**config.mk**
```make
export PLATFORM = sky130hd
export DESIGN_NAME = ehu_core
export DESIGN_NICKNAME = d
export VERILOG_FILES = /design/src/hw/ehu_pkg.sv /design/src/hw/ehu_event_sel.sv /design/src/hw/ehu_core.sv
export SDC_FILE = /design/constraint.sdc
export NUM_CORES = 2
export LEC_CHECK = 0
export ABC_AREA = 1
export ABC_CLOCK_PERIOD_IN_PS = 2800
export CORE_MARGIN = 3
export CORE_UTILIZATION = 25
export DETAILED_ROUTE_END_ITERATION = 10
export DONT_BUFFER_PORTS = 1
export GPL_ROUTABILITY_DRIVEN = 1
export HOLD_SLACK_MARGIN = 0.15
export PLACE_DENSITY_LB_ADDON = 0.05
export SYNTH_ARGS = -nofsm -noshare
export SYNTH_HDL_FRONTEND = slang
export SYNTH_SLANG_ARGS = --single-unit
```
**constraint.sdc**
```tcl
create_clock -name clk -period 2.8 [get_ports clk]
set_clock_uncertainty 0.2 [all_clocks]
set_input_delay 0.28 -clock clk [delete_from_list [all_inputs] [get_ports clk]]
set_output_delay 0.28 -clock clk [all_outputs]
set_load 0.02 [all_outputs]
```
**src/hw/ehu_pkg.sv**
```systemverilog
// ehu_pkg: constants, carriers and helpers of the event handling unit
package ehu_pkg;
   // ==========================================================
   // register map, byte addresses on the bus
   localparam int AdrW = 12;
   localparam logic [11:0] AdrSr = 12'h000;
   localparam logic [11:0] AdrBase = 12'h004;
   localparam logic [11:0] AdrDbgStat = 12'h030;
   localparam logic [11:0] AdrDbgAddr = 12'h050;
   localparam logic [11:0] AdrSp = 12'h300;
   localparam logic [11:0] AdrState = 12'h304;
   localparam logic [1:0] RespOkay = 2'h0;
   localparam logic [1:0] RespDecErr = 2'h3;

   // ==========================================================
   // status register layout
   localparam int BitGim = 16;
   localparam int BitLvm = 17;
   localparam int BitExm = 21;
   localparam int ModeLo = 22;
   localparam int BitDbm = 26;
   localparam int BitDbg = 27;
   localparam logic [31:0] SrDbgFlag = 32'h0800_0000;
   localparam logic [31:0] SrModeMask = 32'h01c0_0000;
   localparam logic [31:0] SrReset = 32'h0041_0000;
   localparam logic [31:0] BaseReset = 32'h0000_0000;
   localparam logic [31:0] SpReset = 32'h0000_0000;

   // ==========================================================
   // vectors and stack frame
   localparam logic [13:0] OffNmi = 14'h0010;
   localparam logic [13:0] OffScall = 14'h0100;
   localparam logic [31:0] WordBytes = 32'h0000_0004;
   localparam logic [3:0] CtxWords = 4'h2;
   localparam logic [3:0] IntWords = 4'h8;
   localparam logic [3:0] SrSlot = 4'h1;
   localparam logic [3:0] RegSlot0 = 4'h2;

   typedef enum logic [2:0] {
      MdApp = 3'b000, MdSup = 3'b001, MdLv0 = 3'b010, MdLv1 = 3'b011,
      MdLv2 = 3'b100, MdLv3 = 3'b101, MdExc = 3'b110, MdNmi = 3'b111
   } ehu_mode_t;

   typedef enum logic [1:0] {StIdle = 2'b00, StPush = 2'b01, StPop = 2'b10} ehu_state_t;

   typedef struct packed {
      logic vld;
      logic crit;
      logic [13:0] off;
      logic [31:0] pc;
   } ehu_exc_t;

   typedef struct packed {
      logic take;
      logic isInt;
      ehu_mode_t mode;
      logic [5:0] setm;
      logic [13:0] off;
      logic [31:0] pc;
   } ehu_pick_t;

   typedef struct packed {
      logic scall;
      logic rete;
      logic rets;
      logic retd;
      logic [31:0] retPc;
   } ehu_insn_t;

   // base and offset are or-ed: no carry ever reaches the base bits
   function automatic logic [31:0] vecAddr(input logic [31:0] base, input logic [13:0] off);
      vecAddr = base | {18'h0, off};
   endfunction

   function automatic ehu_mode_t srMode(input logic [31:0] sr);
      srMode = ehu_mode_t'(sr[ModeLo +: 3]);
   endfunction

   function automatic logic [31:0] setMode(input logic [31:0] sr, input ehu_mode_t m);
      setMode = (sr & ~SrModeMask) | (32'(m) << ModeLo);
   endfunction

   function automatic logic isIntMode(input logic [31:0] sr);
      isIntMode = srMode(sr) inside {MdLv0, MdLv1, MdLv2, MdLv3};
   endfunction
endpackage

```
**src/hw/ehu_event_sel.sv**
```systemverilog
// ehu_event_sel: masking and priority choice among pending events
`timescale 1ns/1ns
`default_nettype none
module ehu_event_sel (
   input wire logic [31:0] sr,
   input wire ehu_pkg::ehu_exc_t excOld,
   input wire ehu_pkg::ehu_exc_t excYoung,
   input wire logic [3:0] intReq,
   input wire logic [13:0] intOff,
   input wire logic nmi,
   input wire logic [31:0] curPc,
   output ehu_pkg::ehu_pick_t pick
);
   ehu_pkg::ehu_exc_t exc;

   always_comb begin
      // the older instruction wins even over a worse younger one
      exc = excOld.vld ? excOld : excYoung; // RULE22
      pick = '0;
      pick.pc = curPc;
      if (exc.vld && exc.crit) begin // RULE6
         pick.take = 1'b1;
         pick.mode = ehu_pkg::MdExc;
         pick.off = exc.off;
         pick.pc = exc.pc;
         pick.setm = '1;
      end else if (nmi) begin // RULE6
         pick.take = 1'b1;
         pick.mode = ehu_pkg::MdNmi;
         pick.off = ehu_pkg::OffNmi; // RULE2
         pick.setm = '1;
      end else begin
         for (int l = 3; l >= 0; l--) begin
            if (!pick.take && intReq[l] && !sr[ehu_pkg::BitGim] && !sr[ehu_pkg::BitLvm + l]) begin // RULE5
               pick.take = 1'b1;
               pick.isInt = 1'b1;
               pick.mode = ehu_pkg::ehu_mode_t'(3'(ehu_pkg::MdLv0) + 3'(l));
               pick.off = intOff; // RULE3
               for (int k = 0; k <= l; k++) begin
                  pick.setm[1 + k] = 1'b1; // RULE7
               end
            end
         end
         if (!pick.take && exc.vld && !sr[ehu_pkg::BitExm]) begin // RULE5
            pick.take = 1'b1;
            pick.mode = ehu_pkg::MdExc;
            pick.off = exc.off;
            pick.pc = exc.pc;
            pick.setm[0] = 1'b1; // RULE11
            pick.setm[5] = 1'b1; // RULE11
         end
      end
   end
endmodule // ehu_event_sel
`default_nettype wire

```
**src/hw/ehu_core.sv**
```systemverilog
// ehu_core: event entry, context save and restore, debug entry, bus registers
//
// Operation
// [RULE1] handler address is vector base OR offset
// [RULE2] handlers spaced four bytes, some wider
// [RULE3] autovector offset is fourteen bits wide
// [RULE4] controller arbitrates interrupts, supplies offset
// [RULE5] masked pending events are refused
// [RULE6] critical events ignore every mask bit
// [RULE7] acceptance masks equal and lower priorities
// [RULE8] sources hold requests until accepted
// [RULE9] events push status and pc atomically
// [RULE10] interrupt levels also push six registers
// [RULE11] exceptions set exception and global masks
// [RULE12] then set mode, bank, handler pc
// [RULE13] event return pops status, pc, registers
// [RULE14] supervisor call saves, its return restores
// [RULE15] debug request enters unless debug-masked
// [RULE16] debug entry sets flag, jumps handler
// [RULE17] debug saves into dedicated return registers
// [RULE18] debug mode lets software change mode
// [RULE19] debug return restores dedicated registers
// [RULE20] higher class preempts lower ongoing handling
// [RULE21] stack traffic always uses system stack pointer
// [RULE22] oldest instruction's events are handled first
// [RULE23] restored status reapplies old masks immediately
`timescale 1ns/1ns
`default_nettype none
module ehu_core (
   input wire logic clk,
   input wire logic rst_b,
   input wire logic awvalid,
   output logic awready,
   input wire logic [31:0] awaddr,
   input wire logic wvalid,
   output logic wready,
   input wire logic [31:0] wdata,
   input wire logic [3:0] wstrb,
   output logic bvalid,
   input wire logic bready,
   output logic [1:0] bresp,
   input wire logic arvalid,
   output logic arready,
   input wire logic [31:0] araddr,
   output logic rvalid,
   input wire logic rready,
   output logic [31:0] rdata,
   output logic [1:0] rresp,
   input wire ehu_pkg::ehu_exc_t excOld,
   input wire ehu_pkg::ehu_exc_t excYoung,
   input wire logic [3:0] intReq,
   input wire logic [13:0] intOff,
   input wire logic nmi,
   input wire logic dbgReq,
   input wire logic [31:0] dbgHandler,
   input wire ehu_pkg::ehu_insn_t insn,
   input wire logic [31:0] curPc,
   input wire logic [5:0][31:0] saveRegs,
   output logic busy,
   output logic evtTaken,
   output logic pcLoad,
   output logic [31:0] pcNew,
   output logic [31:0] srOut,
   output ehu_pkg::ehu_mode_t bankSel,
   output logic restWe,
   output logic [2:0] restIdx,
   output logic [31:0] restData,
   output logic stkReq,
   output logic stkWe,
   output logic [31:0] stkAddr,
   output logic [31:0] stkWdata,
   input wire logic stkAck,
   input wire logic [31:0] stkRdata
);
   // ==========================================================
   // state
   ehu_pkg::ehu_pick_t pick;
   ehu_pkg::ehu_state_t st_q;
   logic [31:0] sr_q, base_q, sp_q, dbgStat_q, dbgAddr_q;
   logic [31:0] snapSr_q, snapPc_q, newSr_q, tgt_q, popSr_q;
   logic [5:0][31:0] regs_q;
   logic [3:0] cnt_q, nWords_q, popSlot;
   logic [11:0] awAddr_q;
   logic [31:0] wData_q;
   logic [3:0] wStrb_q;
   logic awHas_q, wHas_q, bvalid_q, rvalid_q, pcLoad_q, evtTaken_q, restWe_q;
   logic [1:0] bresp_q, rresp_q;
   logic [31:0] rdata_q, pcNew_q, restData_q, stkAddr_q, stkWdata_q;
   logic [2:0] restIdx_q;
   logic idle, insnOk, dbgGo, evtGo, scallGo, reteGo, retsGo, retdGo, last;
   logic pushEnd, popEnd, wrDo, wrSr, wrBase, wrSp;

   function automatic logic [31:0] wmerge(input logic [31:0] old, input logic [31:0] nw, input logic [3:0] s);
      for (int b = 0; b < 4; b++) begin
         wmerge[8*b +: 8] = s[b] ? nw[8*b +: 8] : old[8*b +: 8];
      end
   endfunction

   // push order: pc, status, then the six banked registers
   function automatic logic [31:0] wordAt(input logic [3:0] idx);
      if (idx == ehu_pkg::SrSlot) wordAt = snapSr_q;
      else if (idx >= ehu_pkg::RegSlot0) wordAt = regs_q[3'(idx - ehu_pkg::RegSlot0)];
      else wordAt = snapPc_q;
   endfunction

   ehu_event_sel u_sel (
      .sr(sr_q),
      .excOld(excOld),
      .excYoung(excYoung),
      .intReq(intReq), // RULE4
      .intOff(intOff),
      .nmi(nmi),
      .curPc(curPc),
      .pick(pick)
   );

   // ==========================================================
   // acceptance
   assign idle = st_q == ehu_pkg::StIdle;
   assign dbgGo = idle && dbgReq && !sr_q[ehu_pkg::BitDbm] && !sr_q[ehu_pkg::BitDbg]; // RULE15
   // a pending event wins over the instruction at hand
   assign evtGo = idle && !dbgGo && pick.take; // RULE20
   assign insnOk = idle && !dbgGo && !pick.take;
   assign scallGo = insnOk && insn.scall;
   assign reteGo = insnOk && insn.rete;
   assign retsGo = insnOk && insn.rets;
   assign retdGo = insnOk && insn.retd && sr_q[ehu_pkg::BitDbg];
   assign last = cnt_q == 4'(nWords_q - 4'h1);
   assign pushEnd = st_q == ehu_pkg::StPush && stkAck && last;
   assign popEnd = st_q == ehu_pkg::StPop && stkAck && last;
   assign popSlot = 4'(nWords_q - 4'h1 - cnt_q);

   assign busy = !insnOk;
   assign evtTaken = evtTaken_q;
   assign pcLoad = pcLoad_q;
   assign pcNew = pcNew_q;
   assign srOut = sr_q;
   assign bankSel = ehu_pkg::srMode(sr_q); // RULE12
   assign restWe = restWe_q;
   assign restIdx = restIdx_q;
   assign restData = restData_q;
   assign stkReq = !idle;
   assign stkWe = st_q == ehu_pkg::StPush;
   assign stkAddr = stkAddr_q;
   assign stkWdata = stkWdata_q;

   // ==========================================================
   // sequencer
   always_ff @(posedge clk or negedge rst_b) begin
      if (!rst_b) begin
         st_q <= ehu_pkg::StIdle;
         cnt_q <= '0;
         nWords_q <= ehu_pkg::CtxWords;
         snapSr_q <= '0;
         snapPc_q <= '0;
         newSr_q <= '0;
         tgt_q <= '0;
      end else begin
         unique case (st_q)
            ehu_pkg::StIdle: begin
               cnt_q <= '0;
               if (evtGo) begin // RULE9
                  st_q <= ehu_pkg::StPush;
                  snapSr_q <= sr_q;
                  snapPc_q <= pick.pc;
                  nWords_q <= pick.isInt ? ehu_pkg::IntWords : ehu_pkg::CtxWords; // RULE10
                  newSr_q <= ehu_pkg::setMode(sr_q | (32'(pick.setm) << ehu_pkg::BitGim), pick.mode); // RULE7
                  tgt_q <= ehu_pkg::vecAddr(base_q, pick.off); // RULE1
               end else if (scallGo) begin // RULE14
                  st_q <= ehu_pkg::StPush;
                  snapSr_q <= sr_q;
                  snapPc_q <= insn.retPc;
                  nWords_q <= ehu_pkg::CtxWords;
                  newSr_q <= ehu_pkg::setMode(sr_q, ehu_pkg::MdSup);
                  tgt_q <= ehu_pkg::vecAddr(base_q, ehu_pkg::OffScall); // RULE2
               end else if (reteGo || retsGo) begin // RULE13
                  st_q <= ehu_pkg::StPop;
                  nWords_q <= (reteGo && ehu_pkg::isIntMode(sr_q)) ? ehu_pkg::IntWords : ehu_pkg::CtxWords;
               end
            end
            ehu_pkg::StPush, ehu_pkg::StPop: begin
               if (stkAck) begin
                  cnt_q <= 4'(cnt_q + 4'h1);
                  if (last) st_q <= ehu_pkg::StIdle;
               end
            end
            default: st_q <= ehu_pkg::StIdle;
         endcase
      end
   end

   // context registers are frozen at acceptance so the frame is atomic
   always_ff @(posedge clk or negedge rst_b) begin
      if (!rst_b) regs_q <= '0;
      else if (evtGo) regs_q <= saveRegs; // RULE10
   end

   // ==========================================================
   // stack port
   always_ff @(posedge clk or negedge rst_b) begin
      if (!rst_b) begin
         stkAddr_q <= '0;
         stkWdata_q <= '0;
      end else if (evtGo || scallGo) begin
         stkAddr_q <= sp_q - ehu_pkg::WordBytes; // RULE21
         stkWdata_q <= evtGo ? pick.pc : insn.retPc;
      end else if (reteGo || retsGo) begin
         stkAddr_q <= sp_q; // RULE21
      end else if (stkAck && st_q == ehu_pkg::StPush) begin
         stkAddr_q <= stkAddr_q - ehu_pkg::WordBytes;
         stkWdata_q <= wordAt(4'(cnt_q + 4'h1));
      end else if (stkAck && st_q == ehu_pkg::StPop) begin
         stkAddr_q <= stkAddr_q + ehu_pkg::WordBytes;
      end
   end

   // the pointer moves only when a whole frame is done, or on a bus write to it
   always_ff @(posedge clk or negedge rst_b) begin
      if (!rst_b) sp_q <= ehu_pkg::SpReset;
      else if (pushEnd) sp_q <= stkAddr_q; // RULE21
      else if (popEnd) sp_q <= stkAddr_q + ehu_pkg::WordBytes; // RULE21
      else if (wrSp) sp_q <= wmerge(sp_q, wData_q, wStrb_q);
   end

   always_ff @(posedge clk or negedge rst_b) begin
      if (!rst_b) begin
         restWe_q <= 1'b0;
         restIdx_q <= '0;
         restData_q <= '0;
         popSr_q <= '0;
      end else begin
         restWe_q <= 1'b0;
         if (st_q == ehu_pkg::StPop && stkAck) begin
            if (popSlot == ehu_pkg::SrSlot) begin
               popSr_q <= stkRdata; // RULE13
            end else if (popSlot >= ehu_pkg::RegSlot0) begin
               restWe_q <= 1'b1; // RULE13
               restIdx_q <= 3'(popSlot - ehu_pkg::RegSlot0);
               restData_q <= stkRdata;
            end
         end
      end
   end

   // ==========================================================
   // program counter, status and debug return registers
   always_ff @(posedge clk or negedge rst_b) begin
      if (!rst_b) begin
         pcLoad_q <= 1'b0;
         pcNew_q <= '0;
         evtTaken_q <= 1'b0;
      end else begin
         pcLoad_q <= dbgGo || retdGo || pushEnd || popEnd;
         evtTaken_q <= evtGo; // RULE8
         if (dbgGo) pcNew_q <= dbgHandler; // RULE16
         else if (retdGo) pcNew_q <= dbgAddr_q; // RULE19
         else if (pushEnd) pcNew_q <= tgt_q; // RULE12
         else if (popEnd) pcNew_q <= stkRdata; // RULE13
      end
   end

   always_ff @(posedge clk or negedge rst_b) begin
      if (!rst_b) begin
         dbgStat_q <= '0;
         dbgAddr_q <= '0;
      end else if (dbgGo) begin
         dbgStat_q <= sr_q; // RULE17
         dbgAddr_q <= curPc; // RULE17
      end
   end

   // hardware updates win; a bus write colliding with them is dropped
   always_ff @(posedge clk or negedge rst_b) begin
      if (!rst_b) sr_q <= ehu_pkg::SrReset;
      else if (dbgGo) sr_q <= ehu_pkg::setMode(sr_q, ehu_pkg::MdExc) | ehu_pkg::SrDbgFlag; // RULE16
      else if (retdGo) sr_q <= dbgStat_q; // RULE19
      else if (pushEnd) sr_q <= newSr_q; // RULE12
      else if (popEnd) sr_q <= popSr_q; // RULE23
      else if (wrSr && sr_q[ehu_pkg::BitDbg]) sr_q <= wmerge(sr_q, wData_q, wStrb_q); // RULE18
      else if (wrSr) sr_q <= ehu_pkg::setMode(wmerge(sr_q, wData_q, wStrb_q), ehu_pkg::srMode(sr_q));
   end

   always_ff @(posedge clk or negedge rst_b) begin
      if (!rst_b) base_q <= ehu_pkg::BaseReset;
      else if (wrBase) base_q <= wmerge(base_q, wData_q, wStrb_q);
   end

   // ==========================================================
   // bus slave
   assign awready = !awHas_q;
   assign wready = !wHas_q;
   assign bvalid = bvalid_q;
   assign bresp = bresp_q;
   assign arready = !rvalid_q;
   assign rvalid = rvalid_q;
   assign rdata = rdata_q;
   assign rresp = rresp_q;
   assign wrDo = awHas_q && wHas_q && !bvalid_q;
   assign wrSr = wrDo && awAddr_q == ehu_pkg::AdrSr;
   assign wrBase = wrDo && awAddr_q == ehu_pkg::AdrBase;
   assign wrSp = wrDo && awAddr_q == ehu_pkg::AdrSp;

   always_ff @(posedge clk or negedge rst_b) begin
      if (!rst_b) begin
         awHas_q <= 1'b0;
         wHas_q <= 1'b0;
         bvalid_q <= 1'b0;
         bresp_q <= ehu_pkg::RespOkay;
         awAddr_q <= '0;
         wData_q <= '0;
         wStrb_q <= '0;
      end else begin
         if (awvalid && !awHas_q) begin
            awHas_q <= 1'b1;
            awAddr_q <= awaddr[ehu_pkg::AdrW-1:0];
         end
         if (wvalid && !wHas_q) begin
            wHas_q <= 1'b1;
            wData_q <= wdata;
            wStrb_q <= wstrb;
         end
         if (wrDo) begin
            awHas_q <= 1'b0;
            wHas_q <= 1'b0;
            bvalid_q <= 1'b1;
            bresp_q <= (wrSr || wrBase || wrSp) ? ehu_pkg::RespOkay : ehu_pkg::RespDecErr;
         end else if (bvalid_q && bready) begin
            bvalid_q <= 1'b0;
         end
      end
   end

   always_ff @(posedge clk or negedge rst_b) begin
      if (!rst_b) begin
         rvalid_q <= 1'b0;
         rdata_q <= '0;
         rresp_q <= ehu_pkg::RespOkay;
      end else if (arvalid && !rvalid_q) begin
         rvalid_q <= 1'b1;
         rresp_q <= ehu_pkg::RespOkay;
         case (araddr[ehu_pkg::AdrW-1:0])
            ehu_pkg::AdrSr: rdata_q <= sr_q;
            ehu_pkg::AdrBase: rdata_q <= base_q;
            ehu_pkg::AdrDbgStat: rdata_q <= dbgStat_q;
            ehu_pkg::AdrDbgAddr: rdata_q <= dbgAddr_q;
            ehu_pkg::AdrSp: rdata_q <= sp_q;
            ehu_pkg::AdrState: rdata_q <= 32'({st_q, nWords_q, cnt_q});
            default: begin
               rdata_q <= '0;
               rresp_q <= ehu_pkg::RespDecErr;
            end
         endcase
      end else if (rvalid_q && rready) begin
         rvalid_q <= 1'b0;
      end
   end
endmodule // ehu_core
`default_nettype wire

```
# Word-level counts from Yosys, hierarchy flattened

Index checks and enable logic that the tools add are counted.

Logic and storage cells: 293
Flip-flop bits (word level): 744
Input port bits: 548
Output and inout bits: 213

$lt $le $gt $ge: 3
Add/sub/neg operators: 8
Multiplexer cells: 99
Bitwise operators: 6
Reduce and logical (&&, ||, !) cells: 109
Equality and inequality tests: 22

Operators with widths:

| operator                | count |
|---|---|
| $mux W32                | 32 |
| $pmux W32 S6            | 1 |
| $bmux W32 S3            | 1 |
| $mux W8                 | 8 |
| $or A32 B25 Y32         | 2 |
| $sub A32 B3 Y32 const B | 2 |
| $mux W5                 | 12 |
| $mux W14                | 4 |
| $mux W55                | 1 |
| $mux W48                | 1 |
| $mux W47                | 1 |
| $logic_and A1 B1 Y1     | 41 |
| $eq A12 B10 Y1 const B  | 3 |
| $add A32 B3 Y32 const B | 1 |
| $mux W4                 | 8 |
| $or A32 B14 Y32         | 1 |
| $or A32 B22 Y32         | 1 |
| $reduce_and A2 Y1       | 16 |
| $mux W28                | 1 |
| $eq A12 B3 Y1 const B   | 2 |
| $logic_not A12 Y1       | 2 |
| $mux W23                | 1 |
| $logic_not A1 Y1        | 20 |
| $reduce_bool A3 Y1      | 6 |
| other kinds (33)        | 79 |

# Longest topological paths before layout

Depth in word-level cells: 41
Gate-level depth with buffers: 18
Depth with buffers taken out: 16

# Cells and area by module

Synthesis repeated with hierarchy kept, for this count alone.

Cell total of the unflattened synthesis: 5,288
Area, all modules: 38,436.9 um^2

Modules (own cells, without submodules):

| module        | times used | area an instance (um^2) | cells each |
|---|---|---|---|
| ehu_core      | 1          | 36,936.7                | 4,946 |
| ehu_event_sel | 1          | 1,500.2                 | 342 |

# Worst setup path after synthesis

Ideal clock, no wire load.

Path type: flip-flop to flip-flop
Start point: register cnt_q[0]
End point: register stkWdata_q[31] (netlist: stkWdata[31])
Slack: -10 ps
Arrival: 2,544 ps
Stages on the path, launching flop included: 18
Library setup time: 66 ps
Data required time: 2,534 ps
Cells stage by stage: dfrtp_1 buf_2 inv_1 buf_1 ha_1 clkbuf_1 nor2_1 clkinv_1 buf_2 o22ai_1 nor2_1 nand2_1 nand2_1 nand2_1 nand2_1 nand2_1 nand2_1 nand2_1

Longest elaborated chain between the ends: 9

Ends and longest elaborated chain:

| what                           | line            | source |
|---|---|---|
| start: declaration             | ehu_core.sv:82  | `logic [3:0] cnt_q, nWords_q, popSlot;` |
| start signal: assignment       | ehu_core.sv:183 | `cnt_q <= 4'(cnt_q + 4'h1);` |
| $add A4 B1 Y4 (*)              | ehu_core.sv:211 | `stkWdata_q <= wordAt(4'(cnt_q + 4'h1));` |
| $sub A3 B2 Y3                  | ehu_core.sv:102 | `else if (idx >= ehu_pkg::RegSlot0) wordAt = regs_q[3'(idx - ehu_pkg::RegSlot0)];` |
| $bmux W32 S3                   | ehu_core.sv:102 |  |
| $mux W32 (not written as such) | ehu_core.sv:102 |  |
| $mux W32                       | ehu_core.sv:102 |  |
| $mux W32 (*)                   | ehu_core.sv:101 | `if (idx == ehu_pkg::SrSlot) wordAt = snapSr_q;` |
| $mux W32 (*)                   | ehu_core.sv:209 | `end else if (stkAck && st_q == ehu_pkg::StPush) begin` |
| $mux W32 (*)                   | ehu_core.sv:207 | `end else if (reteGo \|\| retsGo) begin` |
| $mux W32 (*)                   | ehu_core.sv:204 | `end else if (evtGo \|\| scallGo) begin` |
| end signal: assignment         | ehu_core.sv:206 | `stkWdata_q <= evtGo ? pick.pc : insn.retPc;` |
| end signal: assignment         | ehu_core.sv:211 |  |
| end: declaration               | ehu_core.sv:88  | `logic [31:0] rdata_q, pcNew_q, restData_q, stkAddr_q, stkWdata_q;` |

Mark *: on every way between the ends. The rest lies on a longest branch, timed or not. The select of a mux whose other input is x is not followed.
A chain may end at the register's enable or synchronous reset.

# Final worst setup path

Start point: register sr_q[16] (netlist: srOut[16])
End point: register newSr_q[19]

Longest elaborated chain between the ends: 38

Ends and longest elaborated chain:

| what                                | line                | source |
|---|---|---|
| start: declaration                  | ehu_core.sv:79      | `logic [31:0] sr_q, base_q, sp_q, dbgStat_q, dbgAddr_q;` |
| start signal: assignment            | ehu_core.sv:274     | `if (!rst_b) sr_q <= ehu_pkg::SrReset;` |
| start signal: assignment            | ehu_core.sv:275     | `else if (dbgGo) sr_q <= ehu_pkg::setMode(sr_q, ehu_pkg::MdExc) \| ehu_pkg::SrDbgFlag;` |
| start signal: assignment            | ehu_core.sv:276     | `else if (retdGo) sr_q <= dbgStat_q;` |
| $logic_not A1 Y1 (*)                | ehu_event_sel.sv:34 | `if (!pick.take && intReq[l] && !sr[ehu_pkg::BitGim] && !sr[ehu_pkg::BitLvm + l]) begin` |
| $logic_and A1 B1 Y1 (2 in a row)    | ehu_event_sel.sv:34 |  |
| $mux W5                             | ehu_event_sel.sv:34 |  |
| $mux W5                             | ehu_event_sel.sv:27 | `end else if (nmi) begin` |
| $mux W5                             | ehu_event_sel.sv:21 | `if (exc.vld && exc.crit) begin` |
| $logic_not A1 Y1                    | ehu_event_sel.sv:34 |  |
| $logic_and A1 B1 Y1 (3 in a row)    | ehu_event_sel.sv:34 |  |
| $mux W5                             | ehu_event_sel.sv:34 |  |
| [... 19 more ...]                   | -                   |  |
| $mux W1                             | ehu_event_sel.sv:44 | `if (!pick.take && exc.vld && !sr[ehu_pkg::BitExm]) begin` |
| $mux W1                             | ehu_event_sel.sv:27 |  |
| $mux W1                             | ehu_event_sel.sv:21 |  |
| $logic_not A1 Y1                    | ehu_core.sv:123     | `assign insnOk = idle && !dbgGo && !pick.take;` |
| $logic_and A1 B1 Y1                 | ehu_core.sv:123     |  |
| $logic_and A1 B1 Y1                 | ehu_core.sv:124     | `assign scallGo = insnOk && insn.scall;` |
| $reduce_bool A2 Y1 (no source line) | -                   |  |
| $reduce_and A2 Y1 (no source line)  | -                   |  |
| end signal: assignment              | ehu_core.sv:167     | `newSr_q <= ehu_pkg::setMode(sr_q \| (32'(pick.setm) << ehu_pkg::BitGim), pick.mode);` |
| end signal: assignment              | ehu_core.sv:174     | `newSr_q <= ehu_pkg::setMode(sr_q, ehu_pkg::MdSup);` |
| end: declaration                    | ehu_core.sv:80      | `logic [31:0] snapSr_q, snapPc_q, newSr_q, tgt_q, popSr_q;` |

Marks and branches as above.

==> impl_metrics.env <==
export IMPL_cts_htree_levels=3
export IMPL_track_usage_pct=26.47
export IMPL_cp_common_cell="buf_4"
export IMPL_wl_met2_um=94180
export IMPL_slowest_stage="nor2_1"
export IMPL_rows=142
export IMPL_drive_gt1_share_pct=11.12
export IMPL_slew_violations=0
export IMPL_place_congestion=0.8485
export IMPL_yosysUniqueCellTypes=51
export IMPL_drt_iter0_markers=3289
export IMPL_synth_top_area_share_pct=47.05
export IMPL_rsz0062_at_grt="yes"
export IMPL_critPathTopFamily="simple AND/OR/NAND/NOR gates"
export IMPL_ios=761
export IMPL_holdWs_ns=-0.9564
export IMPL_syn_nets=5770
export IMPL_p_leak_nw=26.38
export IMPL_vias=39980
export IMPL_required_ns=3.24
export IMPL_cts_root_buf="clkbuf_16"
export IMPL_min_path_type="in -> async"
export IMPL_period_share_pct=98.03
export IMPL_ir_drop_v=0.0005626
export IMPL_worst_path_buf_inv=3
export IMPL_synth_seq_area_share_pct=47.26
export IMPL_fp_dieW_um=395.7
export IMPL_layout_commonest_cell="nand2_1"
export IMPL_wl_met1_um=99000
export IMPL_cts_buffers=93
export IMPL_fmax_mhz=364.3
export IMPL_place_inst=7260
export IMPL_ant_nets=0
export IMPL_worstSetupPathType="reg -> reg"
export IMPL_p_per_area_nw_per_um2=1118
export IMPL_cap_violations=0
export IMPL_mostFrequentLayoutCells="2154 x nand2_1, 855 x dlygate4sd3_1, 713 x dfrtp_1"
export IMPL_max_slew_margin_pct=22.84
export IMPL_fin_ws_ns=0.05529
export IMPL_dp_hpwl_um=158600
export IMPL_violations="hold timing"
export IMPL_clockBufferDepth=3
export IMPL_netlist_area_um2=37970
export IMPL_grt_pass1_vias=40370
export IMPL_critPathLaunchType="flop"
export IMPL_period_needed_ns=2.745
export IMPL_fin_cells=8342
export IMPL_area_growth_syn_to_layout_pct=45.98
export IMPL_pre_cts_ws_ns=-0.7862
export IMPL_wl_met3_um=13780
export IMPL_critPathMaxFanout=105
export IMPL_wl_per_cell_um=25.65
export IMPL_yosysWarningCount=0
export IMPL_utilization_pct=36.88
export IMPL_initial_core_util_pct=25.26
export IMPL_nets=6794
export IMPL_core_um2=150300
export IMPL_syn_inst=5210
export IMPL_clock_sinks=717
export IMPL_arrival_ns=3.19
export IMPL_highest_layer="met5"
export IMPL_path_clk_slew_ns=0.06
export IMPL_gr_total_overflow=0
export IMPL_avgSynthCellArea_um2=7.289
export IMPL_vias_per_cell=4.792
export IMPL_portBuffers=0
export IMPL_cp_cell_sequence="buf_4 -> buf_4 -> nor3b_4 -> nor2_4 -> nand4_1 -> nand2_4 -> buf_16 -> nor2_1 -> o211ai_1 -> o21a_1"
export IMPL_drc=0
export IMPL_die_area_um2=156600
export IMPL_synthTopCellsByArea="dfrtp_1 47%, nand2_1 21%, o21ai_0 4.8%"
export IMPL_yosys_area_top_type="dfrtp_1"
export IMPL_status="finished with violations"
export IMPL_hold_viol_final=283
export IMPL_cp_end_kind="flop"
export IMPL_cts_tree="done"
export IMPL_crit_path_max_incr_delay_ns=0.45
export IMPL_first_pass_iters=6
export IMPL_antenna_found_initial=28
export IMPL_grt_max_degree=232
export IMPL_die_height_um=395.7
export IMPL_tightest_slew_ns=1.157
export IMPL_wl_um=214000
export IMPL_postCtsHoldBufs=857
export IMPL_clock_latency_ns=0.75
export IMPL_synth_seq_cells=717
export IMPL_setup_viol=0
export IMPL_grt_first_pass_wirelength_um=301200
-- cells by family (layout without fill, tap and decap cells) --
| family | count (synthesis) | count (layout) | share of synthesized area [%] |
|---|---|---|---|
| fa+ha+maj | 12 | 12 | 0.3954 |
| simple gates | 2990 | 2990 | 31.16 |
| flops | 717 | 717 | 47.26 |
| mux | 82 | 82 | 2.343 |
| compound gates | 736 | 736 | 11.05 |
| xor+xnor | 44 | 44 | 1.015 |
| buf+inv | 629 | 1730 | 6.781 |
| other cells | 0 | 15 | 0 |
-- repair_timing --
| item | CTS | global route |
|---|---|---|
| gates resized for setup | 42 | 69 |
| cloned | 0 | 8 |
| hold endpoints to repair | 866 | 283 |
| setup buffers | 14 | 16 |
| pin swaps | 6 | 11 |
| endpoints found under the setup margin | 76 | 390 |
-- through the flow --
| step | power (W) | setup TNS [ns] | hold slack (ns) | instance area [um^2] |
|---|---|---|---|---|
| finish | 0.06196 | 0 | -0.9564 | 55430 |
| global route | 0.06598 | -0.01954 | -1.003 | 55420 |
| CTS | 0.06148 | -0.007625 | -1.020 | 54790 |
| detailed placement | 0.04589 | -178.50 | -0.2109 | 42530 |
| global placement | 0.04585 | -185.57 | -0.2112 | 42530 |
| floorplan | 0.03291 | 0 | -0.2156 | 37980 |
-- synthesized netlist by cell type (all sizes together) --
library cell     n
nand2         2176
mux2            55
nand3b           1
a22oi            1
o211ai          63
xor2            42
nor3b            2
a31oi           35
nand4           22
o31ai            1
nor2           459
a211oi          11
dfrtp          714
inv            325
o21ai          383
ha              12
mux2i           27
and3             2
a21boi          33
o221a            1
buf            129
o41ai            1
o21a             2
nor3            34
o22ai           52
o221ai          24
dfstp            3
a21oi          128
and2             2
nand3          290
clkinv           3
xnor2            2
a221oi           1
clkbuf         172
or2              2
-- cell type report --
cell class / instances / area, um^2
Antenna cell: 15 / 37.54
Clock buffer: 126 / 2681
Clock inverter: 46 / 696.9
Fill cell: 15840 / 94870
Inverter: 328 / 1254
Multi-Input combinational cell: 3864 / 17860
Sequential cell: 717 / 17950
Tap cell: 2016 / 2522
Timing Repair Buffer: 1230 / 12440
-- sequential cells by signal (all words and copies together) (netlist names), 3 cells and up --
signal / count
regs_q: 192
pcNew: 32
rdata: 32
srOut: 32
snapSr_q: 32
snapPc_q: 32
wStrb_q: 4
tgt_q: 32
popSr_q: 32
stkWdata: 32
dbgStat_q: 32
stkAddr: 32
wData_q: 32
dbgAddr_q: 32
awAddr_q: 12
sp_q: 32
cnt_q: 4
base_q: 32
restIdx: 3
restData: 32
newSr_q: 9
-- routing by layer --
layer,track usage (%),vias to the layer above
met3,4.818,261
met2,40.56,1390
met5,0,-
met1,37.68,19570
met4,8.247,4
li1,-,18750
-- where the power goes --
| group | leakage (nW) | switching, W | total [W] | internal [W] |
|---|---|---|---|---|
| registers | 8.99 | 0.00564 | 0.0203 | 0.0147 |
| logic | 15.7 | 0.0178 | 0.0283 | 0.0104 |
| clock network | 1.66 | 0.00548 | 0.0134 | 0.00790 |
| total | 26.4 | 0.0289 | 0.0620 | 0.0330 |
-- path summary, 6_finish.rpt --
check | startpoint | end | slack [ns] | cells past startpoint
max | srOut[16] | newSr_q[19] | 0.06 | 10
min reg2reg | regs_q[117] | regs_q[117] | 0.27 | 2
min in group clk | curPc[31] | dbgAddr_q[31] | 0.20 | 3
max in group asynchronous | rst_b | restData[24] | 0.54 | 4
min | rst_b | regs_q[74] | -0.96 | 0
max reg2reg | srOut[16] | newSr_q[19] | 0.06 | 10
(Power assumes the default switching activity.)
